$ cat config.mk
export PLATFORM = sky130hd
export DESIGN_NAME = arf_result_format
export DESIGN_NICKNAME = d
export VERILOG_FILES = /design/src/arf_pkg.sv /design/src/arf_result_format.sv
export SDC_FILE = /design/constraint.sdc
export NUM_CORES = 1
export LEC_CHECK = 0
export BUFFER_PORTS_ARGS = -buffer_cell sky130_fd_sc_hd__buf_2
export CAP_MARGIN = 20
export CORE_MARGIN = 2
export CORE_UTILIZATION = 30
export CTS_CLUSTER_SIZE = 14
export DETAILED_ROUTE_END_ITERATION = 7
export SKIP_LAST_GASP = 1
export SLEW_MARGIN = 20
export SYNTH_ARGS = -nofsm -noshare
export SYNTH_HDL_FRONTEND = slang
export SYNTH_SLANG_ARGS = --single-unit
$ cat constraint.sdc
create_clock -name clk_in -period 3.1 [get_ports clk_in]
set_input_delay 0.155 -clock clk_in [delete_from_list [all_inputs] [get_ports clk_in]]
set_output_delay 0.155 -clock clk_in [all_outputs]
set_load 0.02 [all_outputs]
$ cat src/arf_pkg.sv
package arf_pkg;

  // Bus and converter widths
  localparam int ARF_CODE_W = 10;
  localparam int ARF_RES_W = 16;
  localparam int ARF_DIV_W = 5;

  // Register byte offsets
  localparam logic [7:0] ARF_OFS_CTRL = 8'h00;
  localparam logic [7:0] ARF_OFS_ACC_CFG = 8'h04;
  localparam logic [7:0] ARF_OFS_CLK_DIV = 8'h08;
  localparam logic [7:0] ARF_OFS_LT_LOW = 8'h0c;
  localparam logic [7:0] ARF_OFS_LT_HIGH = 8'h10;
  localparam logic [7:0] ARF_OFS_RES_HIGH = 8'h14;
  localparam logic [7:0] ARF_OFS_RES_LOW = 8'h18;
  localparam logic [7:0] ARF_OFS_STATUS = 8'h1c;
  localparam logic [7:0] ARF_OFS_TRIGGER = 8'h20;

  // Field positions
  localparam int ARF_CTRL_EN_BIT = 0;
  localparam int ARF_CTRL_BURST_BIT = 1;
  localparam int ARF_CTRL_JUST_LSB = 2;
  localparam int ARF_STAT_BUSY_BIT = 0;
  localparam int ARF_STAT_LT_BIT = 1;
  localparam int ARF_STAT_CNT_LSB = 2;

  // Reset values
  localparam logic [7:0] ARF_CTRL_RST = 8'h00;
  localparam logic [2:0] ARF_RPT_RST = 3'h0;
  localparam logic [ARF_DIV_W-1:0] ARF_DIV_RST = 5'h1f;
  localparam logic [7:0] ARF_LT_RST = 8'h00;
  localparam logic [15:0] ARF_RES_RST = 16'h0000;

  // Timing: system clock and converter power-up interval
  localparam int ARF_CLK_MHZ = 50;
  localparam int ARF_POWERUP_NS = 1000;
  localparam int ARF_POWERUP_CYC = (ARF_POWERUP_NS * ARF_CLK_MHZ + 999) / 1000;

  typedef enum {ARF_IDLE, ARF_POWER, ARF_START, ARF_WAIT_DONE, ARF_WAIT_TRIG} arf_state_t;

  typedef struct packed {
    logic hsel;
    logic [31:0] haddr;
    logic [1:0] htrans;
    logic hwrite;
    logic [2:0] hsize;
    logic hready;
    logic [31:0] hwdata;
  } arf_ahb_req_t;

  typedef struct packed {
    logic hreadyout;
    logic hresp;
    logic [31:0] hrdata;
  } arf_ahb_rsp_t;

  typedef struct packed {
    logic done_toggle;
    logic [ARF_CODE_W-1:0] code;
  } arf_core_in_t;

  typedef struct packed {
    logic conv_start;
    logic power_on;
    logic conv_clk;
  } arf_core_out_t;

endpackage : arf_pkg

$ cat src/arf_result_format.sv
`timescale 1ns/100ps
module arf_result_format #(
  parameter int CODE_W = arf_pkg::ARF_CODE_W,
  parameter int POWERUP_CYC = arf_pkg::ARF_POWERUP_CYC
) (
  // Clock and reset
  input wire logic clk_in,
  input wire logic resetn_in,
  // Register bus
  input wire arf_pkg::arf_ahb_req_t ahb_in,
  output arf_pkg::arf_ahb_rsp_t ahb_out,
  // Converter core
  input wire arf_pkg::arf_core_in_t core_in,
  output arf_pkg::arf_core_out_t core_out,
  // External trigger and window flag
  input wire logic conv_trigger_in,
  output logic window_lt_out
);
  import arf_pkg::*;

  localparam int ACC_W = CODE_W + 6;
  localparam int PCNT_W = $clog2(POWERUP_CYC + 1);

  // Sample count for a repeat_count code; reserved codes act as 64
  function automatic logic [6:0] rpt_samples(input logic [2:0] code);
    logic [6:0] n;
    n = 7'h01;
    case (code)
      3'h0: n = 7'h01;
      3'h1: n = 7'h04;
      3'h2: n = 7'h08;
      3'h3: n = 7'h10;
      3'h4: n = 7'h20;
      default: n = 7'h40;
    endcase
    return n;
  endfunction : rpt_samples

  // Places a sum or single code in the 16-bit result
  function automatic logic [ARF_RES_W-1:0] fmt_result(input logic [ACC_W-1:0] sum,
                                                     input logic [2:0] just, input logic single);
    logic [ARF_RES_W-1:0] r;
    r = ARF_RES_W'(sum);
    if (single && just[2]) begin
      r = ARF_RES_W'(sum[CODE_W-1:0]) << (ARF_RES_W - CODE_W);
    end
    return r;
  endfunction : fmt_result

  // Software registers
  logic conv_en_r;
  logic burst_en_r;
  logic [2:0] justify_r;
  logic [2:0] repeat_r;
  logic [ARF_DIV_W-1:0] div_r;
  logic [7:0] lt_low_r;
  logic [7:0] lt_high_r;
  logic [ARF_RES_W-1:0] result_r;
  logic lt_flag_r;

  // Bus state
  logic wr_pend_r;
  logic [7:0] wr_addr_r;
  logic [31:0] hrdata_r;
  logic ahb_take;
  logic sw_trig;

  // Synchronisers for pins from the analog side and for the external trigger pin
  logic [2:0] done_sync_r;
  logic [CODE_W-1:0] code_s1_r;
  logic [CODE_W-1:0] code_s2_r;
  logic [2:0] trig_sync_r;
  logic done_evt;
  logic pin_trig;

  // Sequencer
  arf_state_t state_r;
  arf_state_t state_nxt;
  logic [ACC_W-1:0] acc_r;
  logic [6:0] cnt_r;
  logic [6:0] target_r;
  logic [PCNT_W-1:0] pwr_cnt_r;
  logic conv_start_r;
  logic power_on_r;
  logic trig;
  logic last;
  logic [ACC_W-1:0] acc_sum;

  // Converter clock divider
  logic [ARF_DIV_W:0] div_cnt_r;
  logic [ARF_DIV_W:0] div_n;
  logic conv_clk_r;

  // Code is held by the core until the next start, so a plain two-stage copy is safe
  always_ff @(posedge clk_in or negedge resetn_in) begin
    if (!resetn_in) begin
      done_sync_r <= 3'h0;
      code_s1_r <= '0;
      code_s2_r <= '0;
      trig_sync_r <= 3'h0;
    end else begin
      done_sync_r <= {done_sync_r[1:0], core_in.done_toggle};
      code_s1_r <= core_in.code;
      code_s2_r <= code_s1_r;
      trig_sync_r <= {trig_sync_r[1:0], conv_trigger_in};
    end
  end

  assign done_evt = done_sync_r[2] ^ done_sync_r[1];
  assign pin_trig = trig_sync_r[1] & ~trig_sync_r[2];

  // Bus address phase
  assign ahb_take = ahb_in.hsel && ahb_in.htrans[1] && ahb_in.hready;
  assign sw_trig = wr_pend_r && (wr_addr_r == ARF_OFS_TRIGGER) && ahb_in.hwdata[0];

  always_ff @(posedge clk_in or negedge resetn_in) begin
    if (!resetn_in) begin
      wr_pend_r <= 1'b0;
      wr_addr_r <= 8'h00;
    end else begin
      wr_pend_r <= ahb_take && ahb_in.hwrite;
      wr_addr_r <= ahb_in.haddr[7:0];
    end
  end

  // Configuration writes land in the data phase
  always_ff @(posedge clk_in or negedge resetn_in) begin
    if (!resetn_in) begin
      conv_en_r <= ARF_CTRL_RST[ARF_CTRL_EN_BIT];
      burst_en_r <= ARF_CTRL_RST[ARF_CTRL_BURST_BIT];
      justify_r <= ARF_CTRL_RST[ARF_CTRL_JUST_LSB +: 3];
      repeat_r <= ARF_RPT_RST;
      div_r <= ARF_DIV_RST;
      lt_low_r <= ARF_LT_RST;
      lt_high_r <= ARF_LT_RST;
    end else if (wr_pend_r) begin
      unique case (wr_addr_r)
        ARF_OFS_CTRL: begin
          conv_en_r <= ahb_in.hwdata[ARF_CTRL_EN_BIT];
          burst_en_r <= ahb_in.hwdata[ARF_CTRL_BURST_BIT];
          justify_r <= ahb_in.hwdata[ARF_CTRL_JUST_LSB +: 3];
        end
        ARF_OFS_ACC_CFG: repeat_r <= ahb_in.hwdata[2:0];
        ARF_OFS_CLK_DIV: div_r <= ahb_in.hwdata[ARF_DIV_W-1:0];
        ARF_OFS_LT_LOW: lt_low_r <= ahb_in.hwdata[7:0];
        ARF_OFS_LT_HIGH: lt_high_r <= ahb_in.hwdata[7:0];
        default: begin
        end
      endcase
    end
  end

  // Read data is prepared at the address phase, so the slave never waits
  always_ff @(posedge clk_in or negedge resetn_in) begin
    if (!resetn_in) begin
      hrdata_r <= 32'h0000_0000;
    end else if (ahb_take && !ahb_in.hwrite) begin
      unique case (ahb_in.haddr[7:0])
        ARF_OFS_CTRL: hrdata_r <= {27'h0, justify_r, burst_en_r, conv_en_r};
        ARF_OFS_ACC_CFG: hrdata_r <= {29'h0, repeat_r};
        ARF_OFS_CLK_DIV: hrdata_r <= {27'h0, div_r};
        ARF_OFS_LT_LOW: hrdata_r <= {24'h0, lt_low_r};
        ARF_OFS_LT_HIGH: hrdata_r <= {24'h0, lt_high_r};
        ARF_OFS_RES_HIGH: hrdata_r <= {24'h0, result_r[15:8]};
        ARF_OFS_RES_LOW: hrdata_r <= {24'h0, result_r[7:0]};
        ARF_OFS_STATUS: hrdata_r <= {23'h0, cnt_r, lt_flag_r, state_r != ARF_IDLE};
        default: hrdata_r <= 32'h0000_0000;
      endcase
    end
  end

  // Sequencer
  assign trig = sw_trig | pin_trig;
  assign acc_sum = acc_r + ACC_W'(code_s2_r);
  assign last = (cnt_r + 7'h01) == target_r;

  always_comb begin
    state_nxt = state_r;
    unique case (state_r)
      ARF_IDLE: begin
        // A core that is not yet warm waits out power-up, even in always-on mode
        if (trig && (conv_en_r || burst_en_r) && (!power_on_r || pwr_cnt_r != '0)) begin
          state_nxt = ARF_POWER;
        end else if (trig && (conv_en_r || burst_en_r)) begin
          state_nxt = ARF_START;
        end
      end
      ARF_POWER: begin
        if (pwr_cnt_r == '0) begin
          state_nxt = ARF_START;
        end
      end
      ARF_START: state_nxt = ARF_WAIT_DONE;
      ARF_WAIT_DONE: begin
        if (done_evt && last) begin
          state_nxt = ARF_IDLE;
        end else if (done_evt && burst_en_r) begin
          state_nxt = ARF_START;
        end else if (done_evt) begin
          state_nxt = ARF_WAIT_TRIG;
        end
      end
      ARF_WAIT_TRIG: begin
        if (trig) begin
          state_nxt = ARF_START;
        end
      end
    endcase
  end

  always_ff @(posedge clk_in or negedge resetn_in) begin
    if (!resetn_in) begin
      state_r <= ARF_IDLE;
    end else begin
      state_r <= state_nxt;
    end
  end

  // Power-up time counts from power-on, so samples inside a burst never wait again
  always_ff @(posedge clk_in or negedge resetn_in) begin
    if (!resetn_in) begin
      pwr_cnt_r <= '0;
    end else if (!power_on_r) begin
      pwr_cnt_r <= PCNT_W'(POWERUP_CYC - 1);
    end else if (pwr_cnt_r != '0) begin
      pwr_cnt_r <= pwr_cnt_r - PCNT_W'(1);
    end
  end

  // Pure burst powers the core only for the burst; always-on keeps it up
  always_ff @(posedge clk_in or negedge resetn_in) begin
    if (!resetn_in) begin
      power_on_r <= 1'b0;
      conv_start_r <= 1'b0;
    end else begin
      power_on_r <= conv_en_r || (state_nxt != ARF_IDLE);
      conv_start_r <= (state_nxt == ARF_START);
    end
  end

  // Series count is latched at the trigger so a mid-series write cannot split it
  always_ff @(posedge clk_in or negedge resetn_in) begin
    if (!resetn_in) begin
      acc_r <= '0;
      cnt_r <= 7'h00;
      target_r <= 7'h01;
    end else if (state_r == ARF_IDLE && state_nxt != ARF_IDLE) begin
      acc_r <= '0;
      cnt_r <= 7'h00;
      target_r <= rpt_samples(repeat_r);
    end else if (state_r == ARF_WAIT_DONE && done_evt) begin
      acc_r <= acc_sum;
      cnt_r <= cnt_r + 7'h01;
    end
  end

  // Result bytes change only when the series ends
  always_ff @(posedge clk_in or negedge resetn_in) begin
    if (!resetn_in) begin
      result_r <= ARF_RES_RST;
      lt_flag_r <= 1'b0;
    end else if (state_r == ARF_WAIT_DONE && done_evt && last) begin
      // Left justification only honoured for single samples; sums stay right-justified
      result_r <= fmt_result(acc_sum, justify_r, target_r == 7'h01);
      lt_flag_r <= fmt_result(acc_sum, justify_r, target_r == 7'h01) < {lt_high_r, lt_low_r};
    end
  end

  // Divider: period is field plus one source clocks; zero acts as one
  assign div_n = (div_r == '0) ? (ARF_DIV_W+1)'(1) : {1'b0, div_r};

  always_ff @(posedge clk_in or negedge resetn_in) begin
    if (!resetn_in) begin
      div_cnt_r <= '0;
      conv_clk_r <= 1'b0;
    end else begin
      div_cnt_r <= (div_cnt_r >= div_n) ? '0 : div_cnt_r + (ARF_DIV_W+1)'(1);
      conv_clk_r <= div_cnt_r < ((div_n + (ARF_DIV_W+1)'(1)) >> 1);
    end
  end

  // Outputs
  assign ahb_out.hreadyout = 1'b1;
  assign ahb_out.hresp = 1'b0;
  assign ahb_out.hrdata = hrdata_r;
  assign core_out.conv_start = conv_start_r;
  assign core_out.power_on = power_on_r;
  assign core_out.conv_clk = conv_clk_r;
  assign window_lt_out = lt_flag_r;

endmodule : arf_result_format

==> summary.md <==
| Metric | Value |
|---|---|
| Status | finished with violations |
| Failing checks | setup timing |
| Layout Skew | 0.0135 ns |
| Worst EP arrival | 3.70 ns |
| Ant. Diodes | 0 |
| Final hold vios | 0 |
| Cell total after placement | 1240 |
| Vias | 6130 |
| Die height | 172 um |
| Max Used Layer | met4 |
| Internal power | 4.64 mW |
| Die Wd | 172 um |
| Met2 WL | 8810 um |
| Avg Vias per Cell | 4.72 |
| Top cells by area, synth | dfrtp_1 47%, ha_1 5.6%, mux2_2 4.5% |
| Dpl cell area | 9350 um2 |
| Final Core Density | 36.9% |
| Switching Share | 34.6% |
| Worst reg2reg setup slack | -0.28 ns |
| Yosys top cell area share | 47.1% |
| Synth area leader | dfrtp_1 |
| RSZ-0062 raised after global routing | true |
| CP required | 3.42 ns |
| Final WL | 19100 um |
| Most used DFF post-synth | dfrtp_1 |
| Post-Syn Area | 8490 um2 |
| Flop pwr share | 38.1% |
| Initial DRC Count | 352 |
| Filler instances | 2744 |
| Number of buffers and inverters on the critical path | 2 |
| Number of setup violations in the final report | 1 |
| Post-Syn Instances | 793 |
| Pin count of the biggest net entering global routing | 102 |
| Worst path max stage delay | 0.49 ns |
| Crit path max-delay family | compound AO/OA/AOI/OAI gates |
| Root Buffer | clkbuf_16 |
| CP most frequent cell | nor2b_1 |
| Seq cells post-synth | 166 |
| Worst-path fanout max | 6 |
| Io pins | 124 |
| DRT Pass-1 Iters | 5 |
| Wl on met1 | 9340 um |
| GRT Resource Usage Total | 13.7% |
| Ys async rst share | 100% |
| Power density cells | 690 nW/um2 |
| Initial antenna violation count | 0 |
| Worst-path clk slew | 0.06 ns |
| Number of buffers added on ports | 46 |
| Setup_tns | -0.278 ns |
| Period utilization | 109% |
| Starting density of the core | 30.5% |
| H-tree Lvls | 4 |
| Max Cap Viol | 0 |
| Crit end category | register |
| Relative slew margins | 37.1% |
| Cts bufs inserted | 17 |
| Gp weighted congestion | 0.832 |
| Min cycle time layout | 3.38 ns |
| Post-route setup slack | -0.278 ns |
| Leak | 4.78 nW |
| VDD IR max | 0.329 mV |
| Drt wl/cell | 14.7 um |
| Final Cell Area | 10300 um2 |
| CP Launch Type | register |
| Vias in the first global route | 6021 |
| Max Root-Sink Buffers | 2 |
| Slew at the pin with the worst max-slew slack | 0.943 ns |
| Die ar. | 29700 um2 |
| Met3 WL | 729 um |
| Core area | 27900 um2 |
| Average size of a mapped cell | 10.7 um2 |
| Clk_lat worst skew | 0.43 ns |
| WHS | 0.0217 ns |
| Crit path kind | register to register |
| Sequential-to-total area share from yosys stat | 49.0% |
| First-pass GRT wire length | 31600 um |
| Site row count | 61 |
| Slowest CP cell | or4b_4 |
| Hold Crit Class | input port to register |
| Area delta synth->final | 21.1% |
| Share of cells above drive strength 1 | 23.3% |
| Dpl hpwl | 14000 um |
| Remaining routing DRC violations | 0 |
| Combinational power share | 32.9% |
| Commonest cells after routing, fill and taps aside | 160 x dfrtp_1, 57 x nand2_1, 49 x buf_4 |
| Final ANT Viol Nets | 0 |
| Ys Warns | 0 |
| Number of flops mapped to enable cells by yosys | 0 |
| CTS tree | built |
| Clock power share | 29.0% |
| Grt ovf | 0 |
| Unique masters post-synth | 75 |
| # nets final | 1033 |
| Psw | 2.45 mW |
| CP Cell Sequence | ha_4 -> inv_2 -> fa_2 -> nor2b_1 -> o31a_1 -> o31ai_4 -> a21oi_4 -> buf_6 -> or4b_4 -> nand3_4 -> ha_1 -> nand2_2 -> o21ai_0 -> a21oi_1 -> nor2b_1 -> o41ai_2 |
| Most common cell after layout, fill and taps aside | dfrtp_1 |
| CTS Sinks | 166 |
| Non-Filler Instances | 1299 |
| Max Slew Vio Count | 0 |
| Fmax | 0.296 GHz |
## stage by stage
stage	total power, mW	setup WS, ns
after floorplan	4.29	0.0447
after global placement	4.97	-0.215
after detailed placement	5.01	-0.315
after CTS	7.12	-0.238
after global routing	7.57	-0.420
final	7.09	-0.278
## worst register-to-register path: cells and delay by family (launching register included)
| family | cells | cell delay (ns) |
|---|---|---|
| flops | 1 | 0.41 |
| buf+inv | 2 | 0.19 |
| compound gates | 6 | 1.24 |
| fa+ha+maj | 3 | 0.62 |
| simple gates | 5 | 0.80 |
## power by group through the flow
stage                     clock (mW)  combinational [mW]  sequential [mW]
after detailed placement           0                2.27             2.74
after global placement             0                2.24             2.73
after floorplan                    0                1.64             2.65
after global routing            2.21                2.62             2.74
final                           2.06                2.33             2.70
after CTS                       2.11                2.31             2.70
## flip-flops by register name, indices dropped and copies added, names as in the netlist, 8 cells and up
signal     cells
acc_r         16
code_s1_r     10
code_s2_r     10
hrdata_r       9
lt_high_r      8
lt_low_r       8
result_r      16
state_r       32
wr_addr_r      8
## what timing repair did
item / 4_1_cts / 5_1_grt
buffers inserted: 0 / 2
hold endpoints to repair: 120 / 0
pin swaps: 0 / 11
hold buffers: 25 / 0
gates resized for setup: 2 / 18
setup endpoints to repair: 1 / 1
## per-layer routing
layer / track usage (%) / vias to the layer above
li1: - / 2993
met1: 19.2 / 3000
met2: 21.5 / 118
met3: 3.00 / 19
met4: 3.54 / 0
met5: 0 / -
## cells by family (layout without fill, tap and decap cells)
logic type	count (synthesis)	in the layout	synth area share [%]
adder cells (fa/ha/maj)	39	39	5.83
flip-flops	166	166	49.0
XOR/XNOR	35	35	3.61
AND/OR/NAND/NOR	254	254	16.6
AO/OA/AOI/OAI	161	161	13.2
buffers and inverters	90	195	5.70
other	2	25	0.0884
multiplexers	46	46	5.94
## final timing paths
kind / end / from / cells after the start
min in group asynchronous: code_s2_r[9]$_DFF_PN0_ / resetn_in / 2
max: window_lt_out$_DFFE_PN0P_ / acc_r[0]$_DFFE_PN0P_ / 16
max in group asynchronous: div_r[0]$_DFFE_PN1P_ / resetn_in / 3
min reg2reg: code_s2_r[1]$_DFF_PN0_ / code_s1_r[1]$_DFF_PN0_ / 0
min: lt_high_r[4]$_DFFE_PN0P_ / ahb_in[4] / 3
max reg2reg: window_lt_out$_DFFE_PN0P_ / acc_r[0]$_DFFE_PN0P_ / 16
## cells in the mapped netlist (4+ instances only)
cell and number:
a211oi_1 6, a21boi_0 7, a21o_1 10, a21oi_1 27
a21oi_2 5, a22o_1 12, a22oi_1 13, and2_1 11
buf_4 28, clkbuf_1 14, dfrtp_1 160, dfstp_2 6
ha_1 38, inv_1 41, mux2_2 34, mux2i_1 11
nand2_1 58, nand2b_1 6, nand3_1 17, nand3b_1 4
nand4_1 7, nor2_1 40, nor2_2 5, nor2_4 10
nor2b_1 31, nor3_1 21, nor3b_1 4, nor4_1 11
o211ai_1 4, o21a_1 11, o21ai_0 32, or3_1 9
xnor2_1 18, xor2_1 17
## cell type report
class	count	area (um2)	share of cell area, %
tap	378	473	4.60
multi-input combinational	560	4050	39.4
timing repair buffer	122	886	8.61
clock inverter	13	121	1.18
clock buffer	19	443	4.31
sequential	166	4160	40.5
inverter	41	154	1.50
Note: power is estimated with default switching activity, not from simulation.
